**config.mk**
```make
export PLATFORM = sky130hd
export DESIGN_NAME = float_status_exception_control
export DESIGN_NICKNAME = d
export VERILOG_FILES = /design/src/float_status_pkg.sv /design/src/result_fixup_if.sv /design/src/result_fixup.sv /design/src/float_status_exception_control.sv
export SDC_FILE = /design/constraint.sdc
export NUM_CORES = 1
export LEC_CHECK = 0
export BUFFER_PORTS_ARGS = -buffer_cell sky130_fd_sc_hd__buf_2
export CAP_MARGIN = 10
export CORE_MARGIN = 2
export CORE_UTILIZATION = 38
export CTS_CLUSTER_SIZE = 28
export DETAILED_ROUTE_END_ITERATION = 12
export GPL_TIMING_DRIVEN = 0
export PLACE_DENSITY = 0.67
export SLEW_MARGIN = 5
export SYNTH_ARGS = -nofsm -noshare
export SYNTH_HDL_FRONTEND = slang
export SYNTH_SLANG_ARGS = --single-unit
```
**constraint.sdc**
```tcl
create_clock -name sys_clk -period 8.4 [get_ports sys_clk]
set_clock_uncertainty 0.05 [all_clocks]
set_input_delay 0.84 -clock sys_clk [delete_from_list [all_inputs] [get_ports sys_clk]]
set_output_delay 0.84 -clock sys_clk [all_outputs]
set_load 0.01 [all_outputs]
```
**src/float_status_pkg.sv**
```systemverilog
/*
  constants and field layout for the floating status and exception control block.
  assumes a single processor clock and a sequencer that drives one-cycle event pulses.
*/
// What this block does
// RL1: error flag set on qualifying floating exceptions
// RL2: only status load clears the error flag
// RL3: global disable suppresses every floating interrupt
// RL4: status bits 13 and 12 reserved
// RL5: trap on negative zero memory operand
// RL6: no trap for accumulator negative zero
// RL7: trap enable clear lets negative zero pass
// RL8: enabled underflow interrupts, exponent wraps by 400
// RL9: enabled overflow interrupts, exponent wraps by 400
// RL10: disabled overflow returns exact zero
// RL11: enabled conversion failure interrupts, destination zero
// RL12: disabled conversion failure gives zero, no interrupt
// RL13: conversion fails if integer exceeds selected width
// RL14: precision bit selects double or single
// RL15: long integer bit selects 32 or 16
// RL16: six exceptions, four individually enabled
// RL17: hardware updates error flag and condition codes
// RL18: modes apply now, codes show previous result
// RL19: chop bit truncates, otherwise round
// RL20: bits 3 to 0 hold result flags
// RL21: single vector 244, 4-bit exception code
// RL22: trap request held until acknowledged
package float_status_pkg;
  localparam int STATUS_W = 16;
  localparam int BIT_ERR  = 15;
  localparam int BIT_DIS  = 14;
  localparam int BIT_UV   = 11;
  localparam int BIT_UND  = 10;
  localparam int BIT_OVF  = 9;
  localparam int BIT_CNV  = 8;
  localparam int BIT_DBL  = 7;
  localparam int BIT_LNG  = 6;
  localparam int BIT_CHOP = 5;
  localparam int BIT_NEG  = 3;
  localparam int BIT_ZERO = 2;
  localparam int BIT_VFL  = 1;
  localparam int BIT_CRY  = 0;
  // bits 13, 12 and 4 hold nothing and read as zero
  localparam logic [15:0] WRITE_MASK   = 16'hCFEF;
  localparam logic [15:0] STATUS_RESET = 16'h0000;
  localparam int FRAC_W  = 55;
  localparam int EXP_W   = 8;
  localparam int RAWEXP_W = 10;
  localparam int SINGLE_LOW = 32;
  localparam int SHORT_INT_W = 16;
  localparam int LONG_INT_W  = 32;
  localparam int CONV_W  = 40;
  localparam logic [EXP_W-1:0] EXP_MAX = 8'hFF;
  localparam logic [8:0] TRAP_VECTOR = 9'h0A4;
  localparam logic [3:0] CODE_NONE   = 4'h0;
  localparam logic [3:0] CODE_OPCODE = 4'h2;
  localparam logic [3:0] CODE_DIVZ   = 4'h4;
  localparam logic [3:0] CODE_CONV   = 4'h6;
  localparam logic [3:0] CODE_OVF    = 4'h8;
  localparam logic [3:0] CODE_UND    = 4'hA;
  localparam logic [3:0] CODE_UNDEF  = 4'hC;
endpackage

```
**src/result_fixup_if.sv**
```systemverilog
/*
  carrier between the status block and its result fixup stage.
  assumes both ends sit in the same clock domain.
*/
interface result_fixup_if;
  import float_status_pkg::*;
  logic                rawSign;
  logic [RAWEXP_W-1:0] rawExp;
  logic [FRAC_W-1:0]   rawFrac;
  logic                rawRoundBit;
  logic                chopMode;
  logic                doubleMode;
  logic                ovfEnable;
  logic                undEnable;
  logic                overflow;
  logic                underflow;
  logic [63:0]         storedWord;
  modport control (output rawSign, rawExp, rawFrac, rawRoundBit, chopMode,
                   doubleMode, ovfEnable, undEnable, input overflow, underflow, storedWord);
  modport fixup   (input rawSign, rawExp, rawFrac, rawRoundBit, chopMode,
                   doubleMode, ovfEnable, undEnable, output overflow, underflow, storedWord);
endinterface

```
**src/result_fixup.sv**
```systemverilog
/*
  combinational rounding and exponent range fixup of an arithmetic result.
  assumes the raw exponent is the biased exponent as a signed ten-bit value.
*/
module result_fixup
  import float_status_pkg::*;
(
  result_fixup_if.fixup port
);
  logic [FRAC_W-1:0] addend;
  logic [FRAC_W-1:0] rounded;
  logic              roundUp;
  logic              zeroOut;

  always_comb begin
    // ----------------------------------------------------------
    // rounding
    // ----------------------------------------------------------
    roundUp = !port.chopMode
              && (port.doubleMode ? port.rawRoundBit : port.rawFrac[SINGLE_LOW-1]); // RL19
    addend  = port.doubleMode ? FRAC_W'(1) : (FRAC_W'(1) << SINGLE_LOW);              // RL14
    // carry out of the fraction is dropped; the sequencer renormalises first
    rounded = roundUp ? port.rawFrac + addend : port.rawFrac;
    if (!port.doubleMode) begin
      rounded[SINGLE_LOW-1:0] = '0; // RL14
    end
    // ----------------------------------------------------------
    // range check
    // ----------------------------------------------------------
    port.overflow  = !port.rawExp[RAWEXP_W-1] && (port.rawExp > RAWEXP_W'(EXP_MAX));
    port.underflow = port.rawExp[RAWEXP_W-1] || (port.rawExp == '0 && rounded != '0);
    // disabled range errors store clean zero so no negative zero escapes
    zeroOut = (port.overflow && !port.ovfEnable) || (port.underflow && !port.undEnable)
              || (port.rawExp == '0 && !port.underflow); // RL10 RL6
    // enabled errors keep the low exponent bits, i.e. off by 400 octal
    port.storedWord = zeroOut ? 64'h0000_0000_0000_0000
                      : {port.rawSign, port.rawExp[EXP_W-1:0], rounded}; // RL8 RL9
  end
endmodule

```
**src/float_status_exception_control.sv**
```systemverilog
/*
  floating status and control word, exception recording and trap request.
  assumes the sequencer gives one-cycle pulses for events and results,
  and holds trapAck until it sees trapRequest fall.
*/
module float_status_exception_control
  import float_status_pkg::*;
#(
  parameter int CONV_WIDTH = float_status_pkg::CONV_W
)(
  input  wire logic                                  sys_clk,
  input  wire logic                                  reset,
  input  wire logic                                  loadStrobe,
  input  wire logic [float_status_pkg::STATUS_W-1:0] loadData,
  output logic      [float_status_pkg::STATUS_W-1:0] statusWord,
  input  wire logic                                  opcodeIllegal,
  input  wire logic                                  divideByZero,
  input  wire logic                                  operandValid,
  input  wire logic                                  operandFromMemory,
  input  wire logic [15:0]                           operandHigh,
  input  wire logic                                  resultValid,
  input  wire logic                                  rawSign,
  input  wire logic [float_status_pkg::RAWEXP_W-1:0] rawExp,
  input  wire logic [float_status_pkg::FRAC_W-1:0]   rawFrac,
  input  wire logic                                  rawRoundBit,
  input  wire logic                                  convValid,
  input  wire logic [CONV_WIDTH-1:0]                 convValue,
  output logic      [63:0]                           storedResult,
  output logic      [31:0]                           convResult,
  output logic      [3:0]                            exceptionCode,
  output logic                                       trapRequest,
  input  wire logic                                  trapAck,
  output logic      [8:0]                            trapVector,
  output logic                                       doublePrecision,
  output logic                                       longInteger,
  output logic                                       chopMode
);
  import float_status_pkg::*;

  // ------------------------------------------------------------
  // state
  // ------------------------------------------------------------
  logic [STATUS_W-1:0] status_reg;
  logic [STATUS_W-1:0] status_next;
  logic [3:0]          code_reg;
  logic [3:0]          code_next;
  logic                trap_reg;
  logic                trap_next;
  logic [63:0]         result_reg;
  logic [63:0]         result_next;
  logic [31:0]         conv_reg;
  logic [31:0]         conv_next;

  logic undefSeen;
  logic convFail;
  logic shortFit;
  logic longFit;
  logic uvEnable;
  logic allDisable;
  logic qualifying;
  logic [3:0] eventCode;

  result_fixup_if fx ();

  result_fixup fixupUnit (
    .port (fx.fixup)
  );

  // ------------------------------------------------------------
  // mode outputs, taken by the instruction now executing
  // ------------------------------------------------------------
  assign doublePrecision = status_reg[BIT_DBL]; // RL14 RL18
  assign longInteger     = status_reg[BIT_LNG]; // RL15
  assign chopMode        = status_reg[BIT_CHOP]; // RL19
  assign uvEnable        = status_reg[BIT_UV];
  assign allDisable      = status_reg[BIT_DIS];

  assign fx.rawSign     = rawSign;
  assign fx.rawExp      = rawExp;
  assign fx.rawFrac     = rawFrac;
  assign fx.rawRoundBit = rawRoundBit;
  assign fx.chopMode    = chopMode;
  assign fx.doubleMode  = doublePrecision;
  assign fx.ovfEnable   = status_reg[BIT_OVF];
  assign fx.undEnable   = status_reg[BIT_UND];

  assign statusWord    = status_reg & WRITE_MASK; // RL4
  assign storedResult  = result_reg;
  assign convResult    = conv_reg;
  assign exceptionCode = code_reg;
  assign trapRequest   = trap_reg;
  assign trapVector    = TRAP_VECTOR; // RL21

  // ------------------------------------------------------------
  // exception detection
  // ------------------------------------------------------------
  always_comb begin
    // negative zero: sign set, biased exponent zero, from memory only
    undefSeen = operandValid && operandFromMemory && uvEnable
                && operandHigh[15] && operandHigh[14:7] == '0; // RL5 RL6 RL7
    // an integer fits n bits when all bits above n-1 copy the sign
    shortFit = (convValue[CONV_WIDTH-1:SHORT_INT_W-1] == '0)
               || (&convValue[CONV_WIDTH-1:SHORT_INT_W-1]);
    longFit  = (convValue[CONV_WIDTH-1:LONG_INT_W-1] == '0)
               || (&convValue[CONV_WIDTH-1:LONG_INT_W-1]);
    convFail = convValid && !(longInteger ? longFit : shortFit); // RL13 RL15
    // first match wins when several land together
    eventCode = CODE_NONE;
    if (opcodeIllegal) begin
      eventCode = CODE_OPCODE; // RL16
    end else if (divideByZero) begin
      eventCode = CODE_DIVZ;
    end else if (undefSeen) begin
      eventCode = CODE_UNDEF;
    end else if (convFail && status_reg[BIT_CNV]) begin
      eventCode = CODE_CONV; // RL11 RL12
    end else if (resultValid && fx.overflow && status_reg[BIT_OVF]) begin
      eventCode = CODE_OVF; // RL9
    end else if (resultValid && fx.underflow && status_reg[BIT_UND]) begin
      eventCode = CODE_UND; // RL8
    end
    qualifying = eventCode != CODE_NONE; // RL1 RL16
  end

  // ------------------------------------------------------------
  // next values
  // ------------------------------------------------------------
  always_comb begin
    status_next = status_reg;
    code_next   = code_reg;
    trap_next   = trap_reg;
    result_next = result_reg;
    conv_next   = conv_reg;
    if (loadStrobe) begin
      status_next = loadData & WRITE_MASK; // RL17 RL2 RL4
    end
    if (resultValid) begin
      result_next = fx.storedWord;
      status_next[BIT_NEG]  = fx.storedWord[63]; // RL20
      status_next[BIT_ZERO] = fx.storedWord[62 -: EXP_W] == '0;
      status_next[BIT_VFL]  = fx.overflow;
      status_next[BIT_CRY]  = 1'b0;
    end else if (convValid) begin
      // failed conversions always yield zero, the enable gates the error flag, code and trap
      conv_next = convFail ? 32'h0000_0000 : convValue[31:0]; // RL11 RL12
      if (!longInteger) begin
        conv_next[31:SHORT_INT_W] = '0;
      end
      status_next[BIT_NEG]  = !convFail && convValue[CONV_WIDTH-1]; // RL20
      status_next[BIT_ZERO] = convFail || convValue == '0;
      status_next[BIT_VFL]  = 1'b0;
      status_next[BIT_CRY]  = convFail;
    end
    if (qualifying) begin
      // a same-cycle load cannot wipe out a fresh error
      status_next[BIT_ERR] = 1'b1; // RL1 RL2
      code_next = eventCode; // RL21
    end
    if (trapAck) begin
      trap_next = 1'b0; // RL22
    end
    if (qualifying && !allDisable) begin
      trap_next = 1'b1; // RL3 RL22
    end
  end

  always_ff @(posedge sys_clk) begin
    if (reset) begin
      status_reg <= STATUS_RESET;
      code_reg   <= CODE_NONE;
      trap_reg   <= 1'b0;
      result_reg <= 64'h0000_0000_0000_0000;
      conv_reg   <= 32'h0000_0000;
    end else begin
      status_reg <= status_next;
      code_reg   <= code_next;
      trap_reg   <= trap_next;
      result_reg <= result_next;
      conv_reg   <= conv_next;
    end
  end
endmodule

```
# ---- After elaboration in Yosys (flattened, before gate mapping)
# Cells that the tools add are included.
dict set report totals {
  register_bits 114
  in_bits 149
}
dict set report classes {
  addsub 1
  order_cmp 1
  mux 20
  n_bitwise 1
  n_reduce_logical 48
}
# op n
set op_table {}
lappend op_table {{2-to-1 mux 32 bit} 2}
lappend op_table {{2-to-1 mux 64 bit} 1}
lappend op_table {{adder 55 bit} 1}
lappend op_table {{2-to-1 mux 55 bit} 1}
lappend op_table {{nonzero test 55 bit} 1}
lappend op_table {{zero test 40 bit} 1}
lappend op_table {{2-to-1 mux 33 bit} 1}
lappend op_table {{2-to-1 mux 16 bit} 2}
lappend op_table {{2-to-1 mux 4 bit} 8}
lappend op_table {{zero test 25 bit} 1}
lappend op_table {{AND reduction 25 bit} 1}
lappend op_table {{logical AND 1 bit} 18}
lappend op_table {{zero test 8 bit} 2}
lappend op_table {{greater-than comparator 10 x 8 -> 1 bit (second input constant)} 1}
lappend op_table {{zero test 10 bit} 1}
lappend op_table {{zero test 9 bit} 1}
lappend op_table {{AND reduction 9 bit} 1}
lappend op_table {{zero test 1 bit} 8}
lappend op_table {{logical OR 1 bit} 6}
lappend op_table {{nonzero test 2 bit} 3}
lappend op_table {{2-to-1 mux 1 bit} 5}
lappend op_table {{nonzero test 4 bit} 1}
lappend op_table {{nonzero test 3 bit} 1}
lappend op_table {{AND reduction 2 bit} 1}
lappend op_table {{other kinds (2)} 2}

# ---- Depth between registers and ports, before layout
# Gate-level depths: netlist of run 1.
dict set report depth {
  word_depth 18
  depth_mapped 15
}

# ---- Modules after synthesis
# A second synthesis of run 1 with hierarchy kept.
dict set report hier_totals {
  hier_cells 793
  hier_area_um2 6613.8
}
# module instances cells_each area_per_inst_um2 seq_area_each_um2
set by_module_without_submodules {}
lappend by_module_without_submodules {float_status_exception_control 1 437 4370.4 2262.2}
lappend by_module_without_submodules {result_fixup 1 356 2243.4 0.0}

# ---- Worst setup path after synthesis of run 1
# Ideal clock, no wire load.
dict set report synth_timing {
  kind {in2reg}
  from {input rawFrac[0] in the netlist's numbering}
  to {register result_reg[33], in the netlist storedResult[33]}
  setup_time_ns 0.117
  arrival_ns 3.876
  required_ns 8.233
  slack_ns 4.358
  path_stages 14
  path_cell_list {ha_1 ha_1 nand4_1 nor4_1 nand3_1 a311oi_1 o311ai_0 a2111oi_0 and4_1 nand2_1 o311a_1 buf_6 buf_6 a22o_1}
}
dict set report synth_between {
  elab_chain_len 10
}
# item line
set synth_rtl {}
lappend synth_rtl {{from (decl)} float_status_exception_control.sv:24} ;# input wire logic [float_status_pkg::FRAC_W-1:0] rawFrac,
lappend synth_rtl {{adder 55 bit} result_fixup.sv:23} ;# rounded = roundUp ? port.rawFrac + addend : port.rawFrac;
lappend synth_rtl {{2-to-1 mux 55 bit *} result_fixup.sv:23}
lappend synth_rtl {{2-to-1 mux 32 bit} result_fixup.sv:24} ;# if (!port.doubleMode) begin
lappend synth_rtl {{nonzero test 55 bit} result_fixup.sv:31} ;# port.underflow = port.rawExp[RAWEXP_W-1] || (port.rawExp == '0 && rounded != '0);
lappend synth_rtl {{logical AND 1 bit} result_fixup.sv:31}
lappend synth_rtl {{logical OR 1 bit} result_fixup.sv:31}
lappend synth_rtl {{logical AND 1 bit / zero test 1 bit (equally long branches)} {result_fixup.sv:33, result_fixup.sv:34}}
lappend synth_rtl {{logical OR 1 bit / logical AND 1 bit (equally long branches)} {result_fixup.sv:33, result_fixup.sv:34}}
lappend synth_rtl {{logical OR 1 bit} result_fixup.sv:34} ;# || (port.rawExp == '0 && !port.underflow);
lappend synth_rtl {{2-to-1 mux 64 bit *} result_fixup.sv:36} ;# port.storedWord = zeroOut ? 64'h0000_0000_0000_0000
lappend synth_rtl {{to (signal assigned)} float_status_exception_control.sv:178} ;# result_reg <= result_next;
lappend synth_rtl {{to (decl)} float_status_exception_control.sv:49} ;# logic [63:0] result_reg;
# Every way passes the cells marked *; elsewhere a longest branch is shown, timed or not.
# A chain may end at the register's enable or synchronous reset.

# ---- Worst setup path in the final report of run 1
dict set report layout_timing {
  from {register status_reg[7]}
  to {register result_reg[45], in the netlist storedResult[45]}
}
dict set report layout_between {
  elab_chain_len 11
}
# item line
set layout_rtl {}
lappend layout_rtl {{from (decl)} float_status_exception_control.sv:43} ;# logic [STATUS_W-1:0] status_reg;
lappend layout_rtl {{from (signal assigned)} float_status_exception_control.sv:175} ;# status_reg <= status_next;
lappend layout_rtl {{2-to-1 mux 33 bit / 2-to-1 mux 1 bit (equally long branches)} {result_fixup.sv:21, result_fixup.sv:20}}
lappend layout_rtl {{adder 55 bit / logical AND 1 bit (equally long branches)} {result_fixup.sv:23, result_fixup.sv:20}}
lappend layout_rtl {{2-to-1 mux 55 bit} result_fixup.sv:23}
lappend layout_rtl {{2-to-1 mux 32 bit} result_fixup.sv:24}
lappend layout_rtl {{nonzero test 55 bit} result_fixup.sv:31}
lappend layout_rtl {{logical AND 1 bit} result_fixup.sv:31}
lappend layout_rtl {{logical OR 1 bit} result_fixup.sv:31}
lappend layout_rtl {{logical AND 1 bit / zero test 1 bit (equally long branches)} {result_fixup.sv:33, result_fixup.sv:34}}
lappend layout_rtl {{logical OR 1 bit / logical AND 1 bit (equally long branches)} {result_fixup.sv:33, result_fixup.sv:34}}
lappend layout_rtl {{logical OR 1 bit} result_fixup.sv:34}
lappend layout_rtl {{2-to-1 mux 64 bit *} result_fixup.sv:36}
# Marked as above.

==> reports/qor.csv, run 1 <==
metric,value,unit
utilization,51.7,%
cpPeakStageDelay,0.61,ns
core,0.0166,sq mm
post-place-ws,3.19,ns
crit_path_end_kind,register,
multiInputGateArea,0.00385,sq mm
wl,23400,um
viasPerCell,5.61,
post_cts_resized,0,
arrival,5.15,ns
status,"finished, final reports clean",
worstSetupStartpointType,register,
cts_sinks,113,
cts_buffer_depth,2,
rsz0062_at_grt,no,
fillerInstances,1657,
clk_latency,0.41,ns
grt_pass1_vias,6424,
grt_overflow,0,
post-route-period-util,58.2,%
power_leakage,3.62,nW
grtUsageTotal,24.9,%
die-area,0.0181,sq mm
period_minus_slack,4.89,ns
place_area,0.00800,sq mm
synth.distinct_cells,69,
nNetsFinal,1199,
slew_viol_final,0,
boundaryPins,278,
whs,0.398,ns
syn_inst,777,
synth-seq-cells,113,
power_density,174,mW/mm^2
clk_pin_slew,0.05,ns
ys_seq_area_share,34.9,%
die_w,135,um
avgSynthCellArea,8.35,sq um
area_delta_synth_final,32.7,%
fmax,0.204,GHz
rows,47,
num_vias,7196,
dp_hpwl,18500,um
dp_cells,1248,
clockRootBuffer,clkbuf_16,
hold_buffers,0,
crit_chain,"ha_1, ha_1, nand4_1, nor4_1, nand3_1, a311oi_1, o311ai_0, a2111oi_0, and4_1, nand2_1, o311a_1, buf_6, buf_6, a22o_1",
drive_gt1_share,30.2,%
final-instance-count-excl-fill,1282,
ant_nets,0,
max_slew_margin,42.1,%
finalSetupTns,0,ns
drc,0,
hold_violations,0,
setup_ws,3.51,ns
place_congestion,0.916,
critPathMaxFanout,10,
critical_path.top_delay_family,compound AO/OA/AOI/OAI gates,
grt_max_degree,17,
maxCapViolCount,0,
hold_path.class,register to register,
yosys_warnings,0,
synthArstFlopShare,0,%
vdd.ir_drop.worst,169,uV
critPathKind,register to register,
start_util,39.0,%
post_drt_wl_per_cell,18.2,um
cts_buffers,17,
grt_pass1_wl,35200,um
netlist_area,0.00649,sq mm
worst_path_max_delay_cell,nor4_1,
path_buf_inv,2,
first_pass_iters,5,
design_area,0.00861,sq mm
drtIter0Drc,571,
cts_tree,built,
htreeDepth,4,
cts_setup_buffers,0,
power,1.50,mW
synth_top_flop_cell,dfxtp_1,
synth_edf_count,0,
setup_viol,0,
die_y,135,um
regArea,0.00226,sq mm
io_buffers,240,
worst_pin_slew,0.846,ns
antenna_found_initial,2,
worstPathRequired,8.66,ns
largest_reg_flops,64,
-- kinds of logic after synthesis --
family          Yosys count  synth area share (%)
simple gates            326                  26.8
compound gates          179                  21.0
flops                   113                  34.9
buf+inv                  83                  6.40
xor+xnor                 47                  6.35
mux                      24                  3.82
fa+ha+maj                 3                 0.579
other cells               2                 0.116
-- cells in the mapped netlist (3+ instances only) --
master / n / area [sq um]
nor2b_1: 4 / 25.0
nand4b_1: 3 / 26.3
ha_1: 3 / 37.5
mux2_2: 3 / 33.8
nor2_1: 53 / 199
xor2_1: 13 / 114
nand3_1: 50 / 250
nand3b_1: 4 / 30.0
or2_2: 5 / 31.3
nand2b_1: 9 / 56.3
a41oi_1: 4 / 35.0
buf_4: 18 / 135
and4_1: 8 / 70.1
a311oi_1: 3 / 26.3
buf_2: 8 / 40.0
a22oi_1: 17 / 128
clkbuf_2: 3 / 15.0
nor3_1: 22 / 110
buf_6: 3 / 33.8
o21ai_0: 18 / 90.1
or3_1: 6 / 37.5
nand4_1: 31 / 194
and3_1: 6 / 37.5
o41ai_1: 4 / 35.0
nor4_1: 24 / 150
nand2_1: 70 / 263
and2_1: 8 / 50.1
a22o_1: 24 / 210
a32o_1: 25 / 250
a2111oi_0: 4 / 35.0
clkbuf_1: 36 / 135
a21oi_1: 32 / 160
a31oi_1: 5 / 31.3
xnor2_1: 34 / 298
inv_1: 12 / 45.0
nor4b_1: 5 / 43.8
or4_1: 8 / 60.1
o31ai_1: 10 / 75.1
a211oi_1: 8 / 60.1
mux2i_1: 20 / 200
o311ai_0: 4 / 35.0
dfxtp_1: 113 / 2260
-- worst reg2reg max path, delay by kind of cell, from the launching register on --
kind	cells	cell delay, ns
compound gates	5	1.73
fa+ha+maj	2	0.49
buf+inv	2	0.33
flops	1	0.57
simple gates	5	1.61
-- area by class of cell --
cell class	instances	area share, %
Clock inverter	11	1.48
Sequential cell	113	26.3
Buffer	70	4.26
Tap cell	220	3.20
Clock buffer	21	5.47
Inverter	13	0.567
Antenna cell	2	0.0581
Timing Repair Buffer	240	14.0
Multi-Input combinational cell	592	44.7
-- report_power, final --
group / internal (mW) / switching, mW / total [mW]
Sequential: 0.550 / 0.00946 / 0.560
Clock: 0.462 / 0.271 / 0.733
Combinational: 0.0824 / 0.127 / 0.209
-- path summary, 6_finish.rpt --
path	startpoint	to	slack (ns)	cells after the start
max	status_reg[7]	storedResult[45]	3.51	14
min	convResult[13]	convResult[13]	0.40	2
max reg2reg	status_reg[7]	storedResult[45]	3.51	14
min reg2reg	convResult[13]	convResult[13]	0.40	2
-- routing by layer --
metal	share of wire [%]	global-route usage (%)
met1	44	34.2
met2	45	38.0
met3	8.1	6.23
met4	2.3	8.89
met5	0	0
-- cell usage in the layout (no fill, tap or decap), types with 4 or more instances in the layout --
master and instances:
nand2b_1 9, xnor2_1 34, or3_1 6, a22oi_1 17, nand3b_1 4, and2_1 8
mux2i_1 20, nor4_1 24, a22o_1 24, a2111oi_0 4, buf_2 248, o21ai_0 18
nand2_1 70, xor2_1 13, buf_4 18, clkbuf_1 37, o31ai_1 10, a32o_1 25
o41ai_1 4, nor3_1 22, a211oi_1 8, a21oi_1 32, or4_1 8, nor2_1 53
and3_1 6, nor4b_1 5, dfxtp_1 113, a31oi_1 5, inv_1 12, nand4_1 31
and4_1 8, nor2b_1 4, nand3_1 50, clkbuf_16 17, a41oi_1 4, conb_1 13
or2_2 5, o311ai_0 4
No activity file was read; power rests on OpenSTA's default activity.
==> inputs of run 2 (changes only) <==
- clock period: 8.4 -> 4.8 ns (I/O delays scaled with it)
==> run 2 against run 1 <==
Combinational power increased by 76%. Cell count about the same. Maximum frequency increased by 8.4%. Wire length increased by 0.42%. Sequential share of layout area decreased by 0.075 points. Clock-buffer cell count unchanged. Worst hold slack got worse by 0.19 ns. Largest cell class unchanged.
==> reports/qor.csv, run 2 (synthesis results as in run 1) <==
metric,value,unit
status,"finished, final reports clean",
largest_reg_flops,64,
r2r_cells,14,
rrSetupSlack,0.29,ns
dp_hpwl,18500,um
power_density,305,mW/mm^2
area_delta_synth_final,33.3,%
start_util,39.0,%
place_congestion,0.916,
utilization,52.0,%
die_w,135,um
cts_sinks,113,
grt_pass1_vias,6428,
power,2.63,mW
io_buffers,240,
die_y,135,um
grt_pass1_wl,35200,um
power_frac_comb,14.0,%
clkPwrFrac,48.8,%
worstSetupStartpointType,register,
drive_gt1_share,30.7,%
power.internal,1.92,mW
setup_viol,0,
r2r-start,status_reg[7],
hold_buffers,0,
rr_endpoint,storedResult[45],
critPathKind,register to register,
critPathMaxFanout,10,
die-area,0.0181,sq mm
startpoint,status_reg[7],
crit_path_end_kind,register,
power_leakage,3.63,nW
post-route-period-util,94.0,%
maxCapViolCount,0,
fmax,0.222,GHz
clk_pin_slew,0.06,ns
cts_buffer_depth,2,
slew_viol_final,0,
drc,0,
cts_tree,built,
grtUsageTotal,25.0,%
rows,47,
max_slew_margin,44.4,%
antenna_found_initial,2,
ant_nets,0,
p_sw_share,27.3,%
post_drt_wl_per_cell,18.3,um
grt_overflow,0,
viasPerCell,5.61,
clockRootBuffer,clkbuf_16,
boundaryPins,278,
fillerInstances,1652,
first_pass_iters,5,
cp-endpoint,storedResult[45],
holdCritStartpoint,divideByZero,
htreeDepth,4,
vdd.ir_drop.worst,296,uV
cts_buffers,17,
p_sw,0.717,mW
num_vias,7193,
period_minus_slack,4.51,ns
final_cell_mix,"buf_2, dfxtp_1, nand2_1, nor2_1, nand3_1",
mostFrequentLayoutCell,buf_2,
rsz0062_at_grt,no,
clk_latency,0.42,ns
hold_violations,0,
hold_path.class,primary input to register,
seqPwrFrac,37.2,%
arrival,4.77,ns
core,0.0166,sq mm
worstPathRequired,5.05,ns
wl,23500,um
nNetsFinal,1200,
drtIter0Drc,546,
worst_pin_slew,0.834,ns
grt_max_degree,17,
## run 2: cell types whose count changed in the layout (fill, tap and decap cells not counted), sizes merged
cell,previous run,this run
buf,271,272
## run 2: power groups by stage
stage          registers [mW]  clock network (mW)  logic (mW)
2_1_floorplan            1.01                   0       0.183
3_3_place_gp             1.00                   0       0.360
3_5_place_dp             1.00                   0       0.360
4_1_cts                 0.980                1.30       0.363
5_1_grt                 0.982                1.34       0.400
6_report                0.980                1.29       0.367
## run 2: per-layer routing
layer | GRT usage (%) | up-vias | part of all wire (%)
li1 | - | 3485 | -
met1 | 34.3 | 3328 | 45
met5 | 0 | - | 0
met2 | 37.8 | 335 | 45
met4 | 9.36 | 0 | 2.6
met3 | 6.23 | 45 | 8.1
## run 2: layout make-up
class	instances	area [sq um]	share of cell area, %
Multi-Input combinational cell	592	3870	44.8
Sequential cell	113	2270	26.2
Timing Repair Buffer	241	1210	14.0
Clock buffer	21	470	5.44
Buffer	70	370	4.28
Tap cell	220	275	3.18
Clock inverter	11	128	1.48
Inverter	13	50.0	0.579
Antenna cell	2	5.00	0.0579
## run 2: how the worst min path moves through the flow
stage | endpoint | slack (ns) | cells after the start
floorplan | convResult[0] | 0.43 | 2
global placement | storedResult[40] | 0.38 | 2
detailed placement | convResult[13] | 0.39 | 2
CTS | exceptionCode[3] | 0.19 | 2
global route | exceptionCode[3] | 0.19 | 2
finish | exceptionCode[3] | 0.20 | 2
## run 2: worst max-delay path, cell delays in order, from the launching register on
cell and delay [ns]:
dfxtp_4 0.42, ha_1 0.21, ha_1 0.20, nand4_1 0.22
nor4_4 0.52, and2_1 0.26, a31oi_1 0.10, or4_1 0.59
a2111oi_1 0.42, and4_1 0.31, nand2_1 0.14, o311a_1 0.39
buf_6 0.18, buf_6 0.15, a22o_1 0.23
## run 2: per-stage QoR
stage	worst slack, ns	setup TNS, ns	instances	hold WS (ns)	instance area (sq um)
2_1_floorplan	0.931	0	788	0.426	6530
3_3_place_gp	-0.0186	-0.106	1248	0.381	8000
3_5_place_dp	-0.0588	-0.969	1248	0.390	8000
4_1_cts	0.0838	0	1280	0.187	8610
5_1_grt	0.0601	0	1281	0.193	8640
6_report	0.287	0	1283	0.204	8650
## run 2: timing repair
| item | 4_1_cts | 5_1_grt |
|---|---|---|
| endpoints found under the setup margin | 32 | 62 |
| pin swaps | 0 | 1 |
| setup buffers | 0 | 1 |
| gates resized for setup | 2 | 10 |
| hold endpoints to repair | 0 | 0 |
